==> src/rtl/hpp_map.svh <==
`ifndef HPP_MAP_SVH
`define HPP_MAP_SVH
// Flag update deadline after transaction end, in ns
`define HPP_FLAG_UPD_NS     15
`define HPP_CLK_PERIOD_NS   5
// Longest time rounds down, at least one cycle
`define HPP_FLAG_UPD_CYC    ((`HPP_FLAG_UPD_NS / `HPP_CLK_PERIOD_NS) < 1 ? 1 : (`HPP_FLAG_UPD_NS / `HPP_CLK_PERIOD_NS))
`define HPP_BYTE_W          8
`define HPP_WORD_W          16
`define HPP_BUF_DEPTH       2
`define HPP_LO_BYTE_MSB     7
`define HPP_HI_BYTE_LSB     8
`endif

==> src/rtl/hpp_pkg.sv <==
package hpp_pkg;
  typedef enum logic [1:0] {
    HPP_IDLE  = 2'b00,
    HPP_READ  = 2'b01,
    HPP_WRITE = 2'b10
  } hpp_state_e;
  typedef logic [15:0] hpp_word_t;
  typedef logic [7:0]  hpp_byte_t;
endpackage

==> src/rtl/hpp_buf2.sv <==
`timescale 1ns/1ps
`include "hpp_map.svh"
module hpp_buf2
  import hpp_pkg::*;
(
  input  wire logic      clk_sys_in,
  input  wire logic      sys_rst_in,
  input  wire logic      ce_in,
  input  wire logic      in_valid_in,
  output logic           in_ready_out,
  input  wire hpp_word_t in_data_in,
  output logic           out_valid_out,
  input  wire logic      out_ready_in,
  output hpp_word_t      out_data_out
);
  // ---------------------------------------------------------------
  // Two-entry circular buffer
  // ---------------------------------------------------------------
  hpp_word_t  mem_r [`HPP_BUF_DEPTH];
  logic       wp_r, wp_nxt, rp_r, rp_nxt;
  logic [1:0] cnt_r, cnt_nxt;
  logic       push, pop;

  assign in_ready_out  = (cnt_r != 2'h2);
  assign out_valid_out = (cnt_r != 2'h0);
  assign out_data_out  = mem_r[rp_r];
  assign push = ce_in && in_valid_in && in_ready_out;
  assign pop  = ce_in && out_valid_out && out_ready_in;

  always_comb begin
    wp_nxt  = wp_r ^ push;
    rp_nxt  = rp_r ^ pop;
    cnt_nxt = cnt_r + {1'b0, push} - {1'b0, pop};
  end

  always_ff @(posedge clk_sys_in) begin
    if (sys_rst_in) begin
      wp_r  <= 1'b0;
      rp_r  <= 1'b0;
      cnt_r <= 2'h0;
    end else begin
      wp_r  <= wp_nxt;
      rp_r  <= rp_nxt;
      cnt_r <= cnt_nxt;
    end
  end

  always_ff @(posedge clk_sys_in) begin
    if (push) begin
      mem_r[wp_r] <= in_data_in;
    end
  end
endmodule

==> src/rtl/hpp_port.sv <==
`timescale 1ns/1ps
`include "hpp_map.svh"
// Summary of operation
// - Read starts when select and output strobe low
// - Read ends at first of either rising
// - Write starts when select and input strobe low
// - Write ends and captures at first rise
// - Controlling edge is reference for all timing
// - Single strobe: start at later active edge
// - Single strobe: end at earlier deassertion
// - Single strobe polarity is programmable
// - Empty/full flag polarity is programmable
// - Empty flag updates after read completes
// - Full flag updates after write completes
// - Byte access is half a word access
// - Reset shows output empty, input empty
module hpp_port
  import hpp_pkg::*;
(
  input  wire logic      clk_sys_in,
  input  wire logic      sys_rst_in,
  input  wire logic      ce_in,
  // Host side pins
  input  wire logic      port_chip_select_n_in,
  input  wire logic      output_data_strobe_n_in,
  input  wire logic      input_data_strobe_n_in,
  input  wire logic      single_data_strobe_in,
  input  wire logic      read_write_direction_in,
  input  wire logic      status_access_select_in,
  input  wire logic      byte_half_select_in,
  input  wire hpp_byte_t host_data_bus_in,
  output hpp_byte_t      host_data_bus_out,
  output logic           host_data_bus_oe_out,
  output logic           output_buffer_empty_flag_out,
  output logic           input_buffer_full_flag_out,
  // Configuration
  input  wire logic      single_strobe_mode_in,
  input  wire logic      strobe_active_high_in,
  input  wire logic      flags_inverted_in,
  input  wire hpp_byte_t status_byte_in,
  // Device side: words to the host
  input  wire logic      tx_valid_in,
  output logic           tx_ready_out,
  input  wire hpp_word_t tx_data_in,
  // Device side: words from the host
  output logic           rx_valid_out,
  input  wire logic      rx_ready_in,
  output hpp_word_t      rx_data_out
);
  // ---------------------------------------------------------------
  // Strobe synchronisers
  // ---------------------------------------------------------------
  logic [2:0] s1_r, s2_r;
  logic [2:0] raw_act;

  always_comb begin
    raw_act[0] = ~port_chip_select_n_in;
    raw_act[1] = single_strobe_mode_in ? (single_data_strobe_in == strobe_active_high_in)
                                       : ~output_data_strobe_n_in;
    raw_act[2] = single_strobe_mode_in ? 1'b0 : ~input_data_strobe_n_in;
  end

  always_ff @(posedge clk_sys_in) begin
    if (sys_rst_in) begin
      s1_r <= 3'h0;
      s2_r <= 3'h0;
    end else if (ce_in) begin
      s1_r <= raw_act;
      s2_r <= s1_r;
    end
  end

  // ---------------------------------------------------------------
  // Transaction framing
  // ---------------------------------------------------------------
  hpp_state_e st_r, st_nxt;
  logic       rd_frame, wr_frame;
  logic       rd_end, wr_end;
  logic       dir_read_r, dir_read_nxt;
  logic       stat_r, stat_nxt;
  logic       hi_r, hi_nxt;

  // Both qualifiers active; the later edge starts, the earlier deassertion ends
  assign rd_frame = s2_r[0] && s2_r[1] && (!single_strobe_mode_in || read_write_direction_in);
  assign wr_frame = s2_r[0] && (single_strobe_mode_in ? (s2_r[1] && !read_write_direction_in)
                                                      : s2_r[2]);
  assign rd_end = (st_r == HPP_READ)  && !(s2_r[0] && s2_r[1]);
  assign wr_end = (st_r == HPP_WRITE) && !(s2_r[0] && (single_strobe_mode_in ? s2_r[1] : s2_r[2]));

  always_comb begin
    st_nxt       = st_r;
    dir_read_nxt = dir_read_r;
    stat_nxt     = stat_r;
    hi_nxt       = hi_r;
    case (st_r)
      HPP_IDLE: begin
        // Direction line is not latched; in single strobe mode it selects read or write framing
        if (rd_frame) begin
          st_nxt   = HPP_READ;
          stat_nxt = status_access_select_in;
          hi_nxt   = byte_half_select_in;
        end else if (wr_frame) begin
          st_nxt   = HPP_WRITE;
          stat_nxt = status_access_select_in;
          hi_nxt   = byte_half_select_in;
        end
      end
      HPP_READ: begin
        if (rd_end) begin
          st_nxt = HPP_IDLE;
        end
      end
      HPP_WRITE: begin
        if (wr_end) begin
          st_nxt = HPP_IDLE;
        end
      end
      default: begin
        st_nxt = HPP_IDLE;
      end
    endcase
    dir_read_nxt = (st_nxt == HPP_READ);
  end

  always_ff @(posedge clk_sys_in) begin
    if (sys_rst_in) begin
      st_r       <= HPP_IDLE;
      dir_read_r <= 1'b0;
      stat_r     <= 1'b0;
      hi_r       <= 1'b0;
    end else if (ce_in) begin
      st_r       <= st_nxt;
      dir_read_r <= dir_read_nxt;
      stat_r     <= stat_nxt;
      hi_r       <= hi_nxt;
    end
  end

  // ---------------------------------------------------------------
  // Data path: output word, input word assembly
  // ---------------------------------------------------------------
  hpp_word_t obuf_r, obuf_nxt;
  logic      obuf_full_r, obuf_full_nxt;
  hpp_word_t iasm_r, iasm_nxt;
  logic      ibuf_full_r, ibuf_full_nxt;
  logic      rx_push;
  logic      rx_in_ready;
  hpp_byte_t dout_r, dout_nxt;
  logic      oe_r, oe_nxt;
  logic      rd_word_done, wr_word_done;

  // A word completes on the high half; byte access is one half of it
  assign rd_word_done = rd_end && !stat_r && hi_r;
  assign wr_word_done = wr_end && !stat_r && hi_r;
  assign tx_ready_out = !obuf_full_r || rd_word_done;

  always_comb begin
    obuf_nxt      = obuf_r;
    obuf_full_nxt = obuf_full_r;
    iasm_nxt      = iasm_r;
    ibuf_full_nxt = ibuf_full_r;
    rx_push       = 1'b0;
    if (rd_word_done) begin
      obuf_full_nxt = 1'b0;
    end
    if (tx_valid_in && tx_ready_out) begin
      obuf_nxt      = tx_data_in;
      obuf_full_nxt = 1'b1;
    end
    // Host data is stable at the ending edge and captured when the synchronised end is seen
    if (wr_end && !stat_r) begin
      if (hi_r) begin
        iasm_nxt[`HPP_WORD_W-1:`HPP_HI_BYTE_LSB] = host_data_bus_in;
        ibuf_full_nxt = 1'b1;
      end else begin
        iasm_nxt[`HPP_LO_BYTE_MSB:0] = host_data_bus_in;
      end
    end
    if (ibuf_full_r && rx_in_ready) begin
      rx_push       = 1'b1;
      ibuf_full_nxt = wr_word_done;
    end
    dout_nxt = stat_r ? status_byte_in
                      : (hi_r ? obuf_r[`HPP_WORD_W-1:`HPP_HI_BYTE_LSB] : obuf_r[`HPP_LO_BYTE_MSB:0]);
    oe_nxt   = dir_read_r && !rd_end;
  end

  always_ff @(posedge clk_sys_in) begin
    if (sys_rst_in) begin
      obuf_r      <= 16'h0000;
      obuf_full_r <= 1'b0;
      iasm_r      <= 16'h0000;
      ibuf_full_r <= 1'b0;
      dout_r      <= 8'h00;
      oe_r        <= 1'b0;
    end else if (ce_in) begin
      obuf_r      <= obuf_nxt;
      obuf_full_r <= obuf_full_nxt;
      iasm_r      <= iasm_nxt;
      ibuf_full_r <= ibuf_full_nxt;
      dout_r      <= dout_nxt;
      oe_r        <= oe_nxt;
    end
  end

  assign host_data_bus_out    = dout_r;
  assign host_data_bus_oe_out = oe_r;

  // Receiver stall does not lose a host word
  hpp_buf2 u_rx_buf (
    .clk_sys_in    (clk_sys_in),
    .sys_rst_in    (sys_rst_in),
    .ce_in         (ce_in),
    .in_valid_in   (rx_push),
    .in_ready_out  (rx_in_ready),
    .in_data_in    (iasm_r),
    .out_valid_out (rx_valid_out),
    .out_ready_in  (rx_ready_in),
    .out_data_out  (rx_data_out)
  );

  // ---------------------------------------------------------------
  // Flags
  // ---------------------------------------------------------------
  logic oempty_r, oempty_nxt, ifull_r, ifull_nxt;

  always_comb begin
    oempty_nxt = !obuf_full_nxt;
    ifull_nxt  = ibuf_full_nxt;
  end

  always_ff @(posedge clk_sys_in) begin
    if (sys_rst_in) begin
      oempty_r <= 1'b1;
      ifull_r  <= 1'b0;
    end else if (ce_in) begin
      oempty_r <= oempty_nxt;
      ifull_r  <= ifull_nxt;
    end
  end

  assign output_buffer_empty_flag_out = oempty_r ^ flags_inverted_in;
  assign input_buffer_full_flag_out   = ifull_r ^ flags_inverted_in;

  // ---------------------------------------------------------------
  // Checks
  // ---------------------------------------------------------------
  property p_rd_flag;
    @(posedge clk_sys_in) disable iff (sys_rst_in || !ce_in)
      rd_word_done && !(tx_valid_in) |=> oempty_r;
  endproperty
  a_rd_flag: assert property (p_rd_flag) else $error("empty flag not set after read");

  property p_wr_flag;
    @(posedge clk_sys_in) disable iff (sys_rst_in || !ce_in)
      wr_word_done |=> ifull_r;
  endproperty
  a_wr_flag: assert property (p_wr_flag) else $error("full flag not set after write");

  property p_rd_start;
    @(posedge clk_sys_in) disable iff (sys_rst_in || !ce_in)
      (st_r == HPP_IDLE) && !(s2_r[0] && s2_r[1]) |=> st_r != HPP_READ;
  endproperty
  a_rd_start: assert property (p_rd_start) else $error("read started without both qualifiers");

  property p_rd_end;
    @(posedge clk_sys_in) disable iff (sys_rst_in || !ce_in)
      (st_r == HPP_READ) && !s2_r[0] |=> st_r == HPP_IDLE;
  endproperty
  a_rd_end: assert property (p_rd_end) else $error("read did not end on select rise");

  property p_wr_start;
    @(posedge clk_sys_in) disable iff (sys_rst_in || !ce_in)
      (st_r == HPP_IDLE) && !s2_r[0] |=> st_r == HPP_IDLE;
  endproperty
  a_wr_start: assert property (p_wr_start) else $error("transaction started without select");

  property p_wr_end;
    @(posedge clk_sys_in) disable iff (sys_rst_in || !ce_in)
      (st_r == HPP_WRITE) && !s2_r[0] |=> st_r == HPP_IDLE;
  endproperty
  a_wr_end: assert property (p_wr_end) else $error("write did not end on select rise");

  property p_oe_rd;
    @(posedge clk_sys_in) disable iff (sys_rst_in || !ce_in)
      oe_r |-> $past(st_r) == HPP_READ || st_r == HPP_READ;
  endproperty
  a_oe_rd: assert property (p_oe_rd) else $error("bus driven outside read");

  property p_flag_pol;
    @(posedge clk_sys_in) disable iff (sys_rst_in)
      $past(sys_rst_in) |-> output_buffer_empty_flag_out == !flags_inverted_in
                            && input_buffer_full_flag_out == flags_inverted_in;
  endproperty
  a_flag_pol: assert property (p_flag_pol) else $error("flag levels wrong after reset");
endmodule

==> config.mk <==
export PLATFORM = sky130hd
export DESIGN_NAME = hpp_port
export DESIGN_NICKNAME = d
export VERILOG_FILES = /design/src/rtl/hpp_pkg.sv /design/src/rtl/hpp_buf2.sv /design/src/rtl/hpp_port.sv
export VERILOG_INCLUDE_DIRS = /design/src /design/src/rtl
export SDC_FILE = /design/constraint.sdc
export NUM_CORES = 1
export LEC_CHECK = 0
export ABC_AREA = 0
export CAP_MARGIN = 15
export CORE_ASPECT_RATIO = 0.6
export CORE_MARGIN = 2
export CORE_UTILIZATION = 40
export DETAILED_ROUTE_END_ITERATION = 12
export DONT_BUFFER_PORTS = 1
export PLACE_DENSITY = 0.58
export RECOVER_POWER = 25
export SYNTH_ARGS = -nofsm -noshare
export SYNTH_HDL_FRONTEND = slang
export SYNTH_HIERARCHICAL = 1
export SYNTH_SLANG_ARGS = --single-unit
==> constraint.sdc <==
create_clock -name clk_sys_in -period 2.7 [get_ports clk_sys_in]
set_input_delay 0.135 -clock clk_sys_in [delete_from_list [all_inputs] [get_ports clk_sys_in]]
set_output_delay 0.135 -clock clk_sys_in [all_outputs]
set_load 0.02 [all_outputs]
# Word level (Yosys, flattened, before mapping)
# Memory sizes are Yosys's and may differ from the RTL's. A register that Yosys moved wholly into a read port is not among the register bits.
# Cells that the tools add are included.
# classes
add_sub_neg	2
eq_ne	5
muxes	24
bitwise	8
reduce_logical	38
# op_table
op	n
$logic_and A1 B1 Y1	18
$mux W1	17
$mux W8	2
$reduce_and A3 Y1	4
$logic_not A1 Y1	8
$mux W2	4
$reduce_bool A2 Y1	4
$pmux W2 S3	1
$eq A2 B1 Y1 const B	2
$not A1 Y1	4
$xor A1 B1 Y1	4
$add A2 B1 Y2	1
$eq A2 B2 Y1 const B	1
$logic_not A2 Y1	1
$logic_or A1 B1 Y1	2
$ne A2 B2 Y1 const B	1
$reduce_and A2 Y1	1
$sub A2 B1 Y2	1
$eq A1 B1 Y1	1
# word_totals
regBits	59
ramBits	32
inputBits	47
output_inout_bits	29
elab_cells	95
memories	1
# mem_list
name	depth	width	rd	rd_clocked_by_memory_dff	wr	line_no	rtl
u_rx_buf.mem_r	2	16	1	1	1	hpp_buf2.sv:19	hpp_word_t mem_r [`HPP_BUF_DEPTH];

# Longest topological paths before layout
# logic_depth
depth_word	9
depth_mapped	8
depth_no_buf	8

# Hierarchy
# Netlist, hierarchy kept.
# modules_own_cells
mod	n_inst	cells_each	area_per_inst_um2	seq_area_each_um2
hpp_port	1	240	2283.4	1101.1
hpp_buf2	1	77	1413.9	1041.0

# Worst setup path before layout
# No wires, ideal clock.
# synth_timing
path_type	register to register
from	reg u_rx_buf.cnt_r[1]
to	reg u_rx_buf.cnt_r[1]
setup_time_ns	0.121
t_arrival_ns	1.723
required_ns	2.579
path_slack_ns	0.855
path_stages_with_launch	9
path_buffers	0
period_less_slack_ns	1.845
path_cell_list	dfxtp_1 > nand2b_1 > and2_1 > nor2b_1 > a211oi_1 > a311oi_1 > ha_1 > and2b_1 > mux2_4
# synth_between
elab_chain_len	7
elab_cells_between_ends	10
cone_classes	2 x add/sub; 1 x eq/ne; 1 x mux; 6 x reduce/logical
# synth_rtl
element	line_no	rtl
from (decl)	hpp_buf2.sv:21	logic [1:0] cnt_r, cnt_nxt;
from (signal assigned)	hpp_buf2.sv:44	cnt_r <= cnt_nxt;
$ne A2 B2 Y1	hpp_buf2.sv:24	assign in_ready_out = (cnt_r != 2'h2);
net rx_in_ready	hpp_port.sv:147	logic rx_in_ready;
$logic_and A1 B1 Y1	hpp_port.sv:179	if (ibuf_full_r && rx_in_ready) begin
$mux W1	hpp_port.sv:179	
net rx_push	hpp_port.sv:146	logic rx_push;
$logic_and A1 B1 Y1 (2 in series)	hpp_buf2.sv:27	assign push = ce_in && in_valid_in && in_ready_out;
$add A2 B1 Y2	hpp_buf2.sv:33	cnt_nxt = cnt_r + {1'b0, push} - {1'b0, pop};
$sub A2 B1 Y2	hpp_buf2.sv:33	
# The timed path passes the listed nets, and every way through them passes these cells.
# A chain may end at the register's enable or synchronous reset.

# Final worst setup path
# Ends and elaborated chain as after synthesis.

==> results.cfg <==
[sta]
worst_pin_slew_ps = 808
max_freq_mhz = 465
period_share = 0.797
rsz0062_at_grt = false
maxSlewHeadroom = 0.461
maxSlewViolCount = 0
fin_setup_tns_ps = 0
hold_violations = 0
fin_skew_ps = 4.54
min_period_ps = 2150
hold_slack_ps = 13.0
setup_viol = 0

[place]
port_buffers = 0
place_congestion = 0.720
hpwl_mm = 4.92
dpl_cell_area_um2 = 3800

[setup_path]
critPathLaunchType = register
path_buf_inv = 0
path_cells = nand2b_1 > and2_1 > nor2b_1 > a211oi_1 > a311oi_1 > ha_1 > and2b_1 > mux2_4
ff2ff_path_depth = 8
worstSetupEndpointType = register
path_depth = 8
cp_top_family = simple AND/OR/NAND/NOR gates
path_max_fanout = 6
worst_path_largest_cell_delay_ps = 480
crit_arrival_ps = 2380
slowest_stage = dfxtp_1
cp.required_ps = 2930
path_class = register to register

[synthesis]
yosys_warnings = 6
asyncSetResetFlopFracSynth = 0
synth_area_per_cell_um2 = 11.7
ys.flop_type = dfxtp_1
synth.net_count = 366
synth_common_cells = dfxtp_1 (59), nor2_1 (54), mux2i_1 (46)
synthDistinctLibCells = 44
syn_inst = 317
synth_edf_count = 32
ys_seq_area_frac = 0.579
yosys.cell_count.top_type = dfxtp_1
synth_area_leaders = dfxtp_1 (32%), edfxtp_1 (26%), mux2i_1 (12%)
ys_ff_latch = 91
synth_area_um2 = 3700
synth_top_area_cell = dfxtp_1
synth_top_cell_area_share = 0.319

[floorplanning]
die_w_um = 128
start_util = 0.407
die-area_um2 = 10100
die_h_um = 78.5
io-pin-count = 76
core_area_um2 = 9090
fp-row-count = 27

[layout]
drive_gt1_frac = 0.137
utilization = 0.492
seq_area_um2 = 2140
nets = 401
multi_input_area_um2 = 1450
n_antenna_cell = 0
fillers = 818
syn_to_final_growth_pct = 21.0
fin_area_um2 = 4480

[grt]
use_met2 = 0.219
grt_pass1_wl_mm = 12.2
grt_max_degree = 59
grt_pass1_vias = 2335
grtUsageMet3 = 0.0593
busiest_layer = met1
grt_overflow = 0
grt_usage = 0.163
use_met1 = 0.236
antenna_found_initial = 0

[pwr]
p_clk_frac = 0.437
p_int_w = 0.00224
power.switching_w = 0.000628
power_frac_comb = 0.056
report.power.total_w = 0.00287
p_leak_nw = 1.70
seq_power_share = 0.507
powerDensity_nw_per_um2 = 641
ir_drop_mv = 0.348
p_sw_frac = 0.219

[drt]
totalWireLength_mm = 7.71
via_per_inst = 5.04
drt-pass1-iter-count = 4
wl_per_cell_um = 16.3
drt_iter0_markers = 139
vias = 2386
drcViolationCount = 0
ant_nets = 0

[hold_path]
holdPathStages = 3
hp-class = primary input to register

[outcome]
outcome = finished clean

[clock_tree]
cts.clk_slew.worst_paths_ps = 60
insertion_delay_ps = 340
cts-resized-gates = 0
ctsLongestPathBuffers = 2
cts_max_level = 3
cts_tree = yes
cts_buffers = 9
cts_root_buffer = clkbuf_16
cts_sinks = 91

[job]
drv_cap = 0
state kept, by name, indices dropped and copies added (netlist names), 2 cells and up:
| signal | cells |
|---|---|
| u_rx_buf/mem_r | 32 |
| host_data_bus_out | 8 |
| s1_r | 3 |
| iasm_r | 16 |
| u_rx_buf/cnt_r | 2 |
| st_r | 2 |
| s2_r | 3 |
| obuf_r | 16 |
final cells by class:
type                       count  area share
tap                          116      0.0324
sequential                    91       0.479
clock inverter                 7      0.0168
inverter                       5     0.00419
timing repair buffer          42      0.0945
clock buffer                   9      0.0503
multi-input combinational    203       0.323
what timing repair did:
action	CTS	global route
endpoints found under the hold margin	58	0
hold buffers	36	0
setup buffers	0	0
worst min-delay path, delay by kind of cell:
| family | cells | cell delay (ps) |
|---|---|---|
| simple gates | 2 | 70 |
| compound gates | 1 | 100 |
power groups by stage:
stage	clock network [W]	logic, W	registers [W]
CTS	0.00129	0.000160	0.00145
finish	0.00125	0.000160	0.00145
floorplan	0	0.0000952	0.00148
global placement	0	0.0000922	0.00148
detailed placement	0	0.0000939	0.00148
global route	0.00133	0.000176	0.00146
stage by stage:
step | setup slack (ps) | cells
4_1_cts | 590 | 473
6_report | 549 | 473
3_5_place_dp | 600 | 421
2_1_floorplan | 855 | 317
5_1_grt | 435 | 473
3_3_place_gp | 790 | 421
path summary, 6_finish.rpt:
check | to | from | slack, ps
setup reg to reg | u_rx_buf/cnt_r[1]$_SDFF_PP0_ | u_rx_buf/cnt_r[1]$_SDFF_PP0_ | 550
hold / removal | s1_r[2]$_SDFFE_PP0P_ | input_data_strobe_n_in | 10
setup / recovery | u_rx_buf/cnt_r[1]$_SDFF_PP0_ | u_rx_buf/cnt_r[1]$_SDFF_PP0_ | 550
hold reg to reg | u_rx_buf/mem_r[1][6]$_DFFE_PP_ | iasm_r[6]$_SDFFE_PP0P_ | 450
routing by layer:
| layer | part of all wire | vias to the layer above | routed length (um) |
|---|---|---|---|
| met5 | 0 | - | 0 |
| met4 | 0.016 | 0 | 125 |
| met3 | 0.048 | 11 | 371 |
| met2 | 0.40 | 47 | 3070 |
| met1 | 0.54 | 1126 | 4140 |
| li1 | - | 1202 | - |
cells by family after synthesis:
group / after synthesis / synth area share
compound gates: 41 / 0.0748
mux: 63 / 0.177
buf+inv: 23 / 0.0294
xor+xnor: 4 / 0.00948
flops: 91 / 0.579
simple gates: 93 / 0.123
fa+ha+maj: 2 / 0.00677
cells in the final DEF, fill, tap and decap left out, types with 4 or more instances in the layout:
cell           netlist  routed
o22ai_1              8       8
buf_4                2       6
mux2_2              16      16
nand2_1             15      15
o21ai_0              4       4
clkbuf_16            0       9
dfxtp_1             59      59
a21oi_1             15      15
mux2i_1             46      46
edfxtp_1            32      32
nor2_1              54      54
inv_1                5       5
dlygate4sd3_1        0      35
Power figures use the tool's default switching activity.
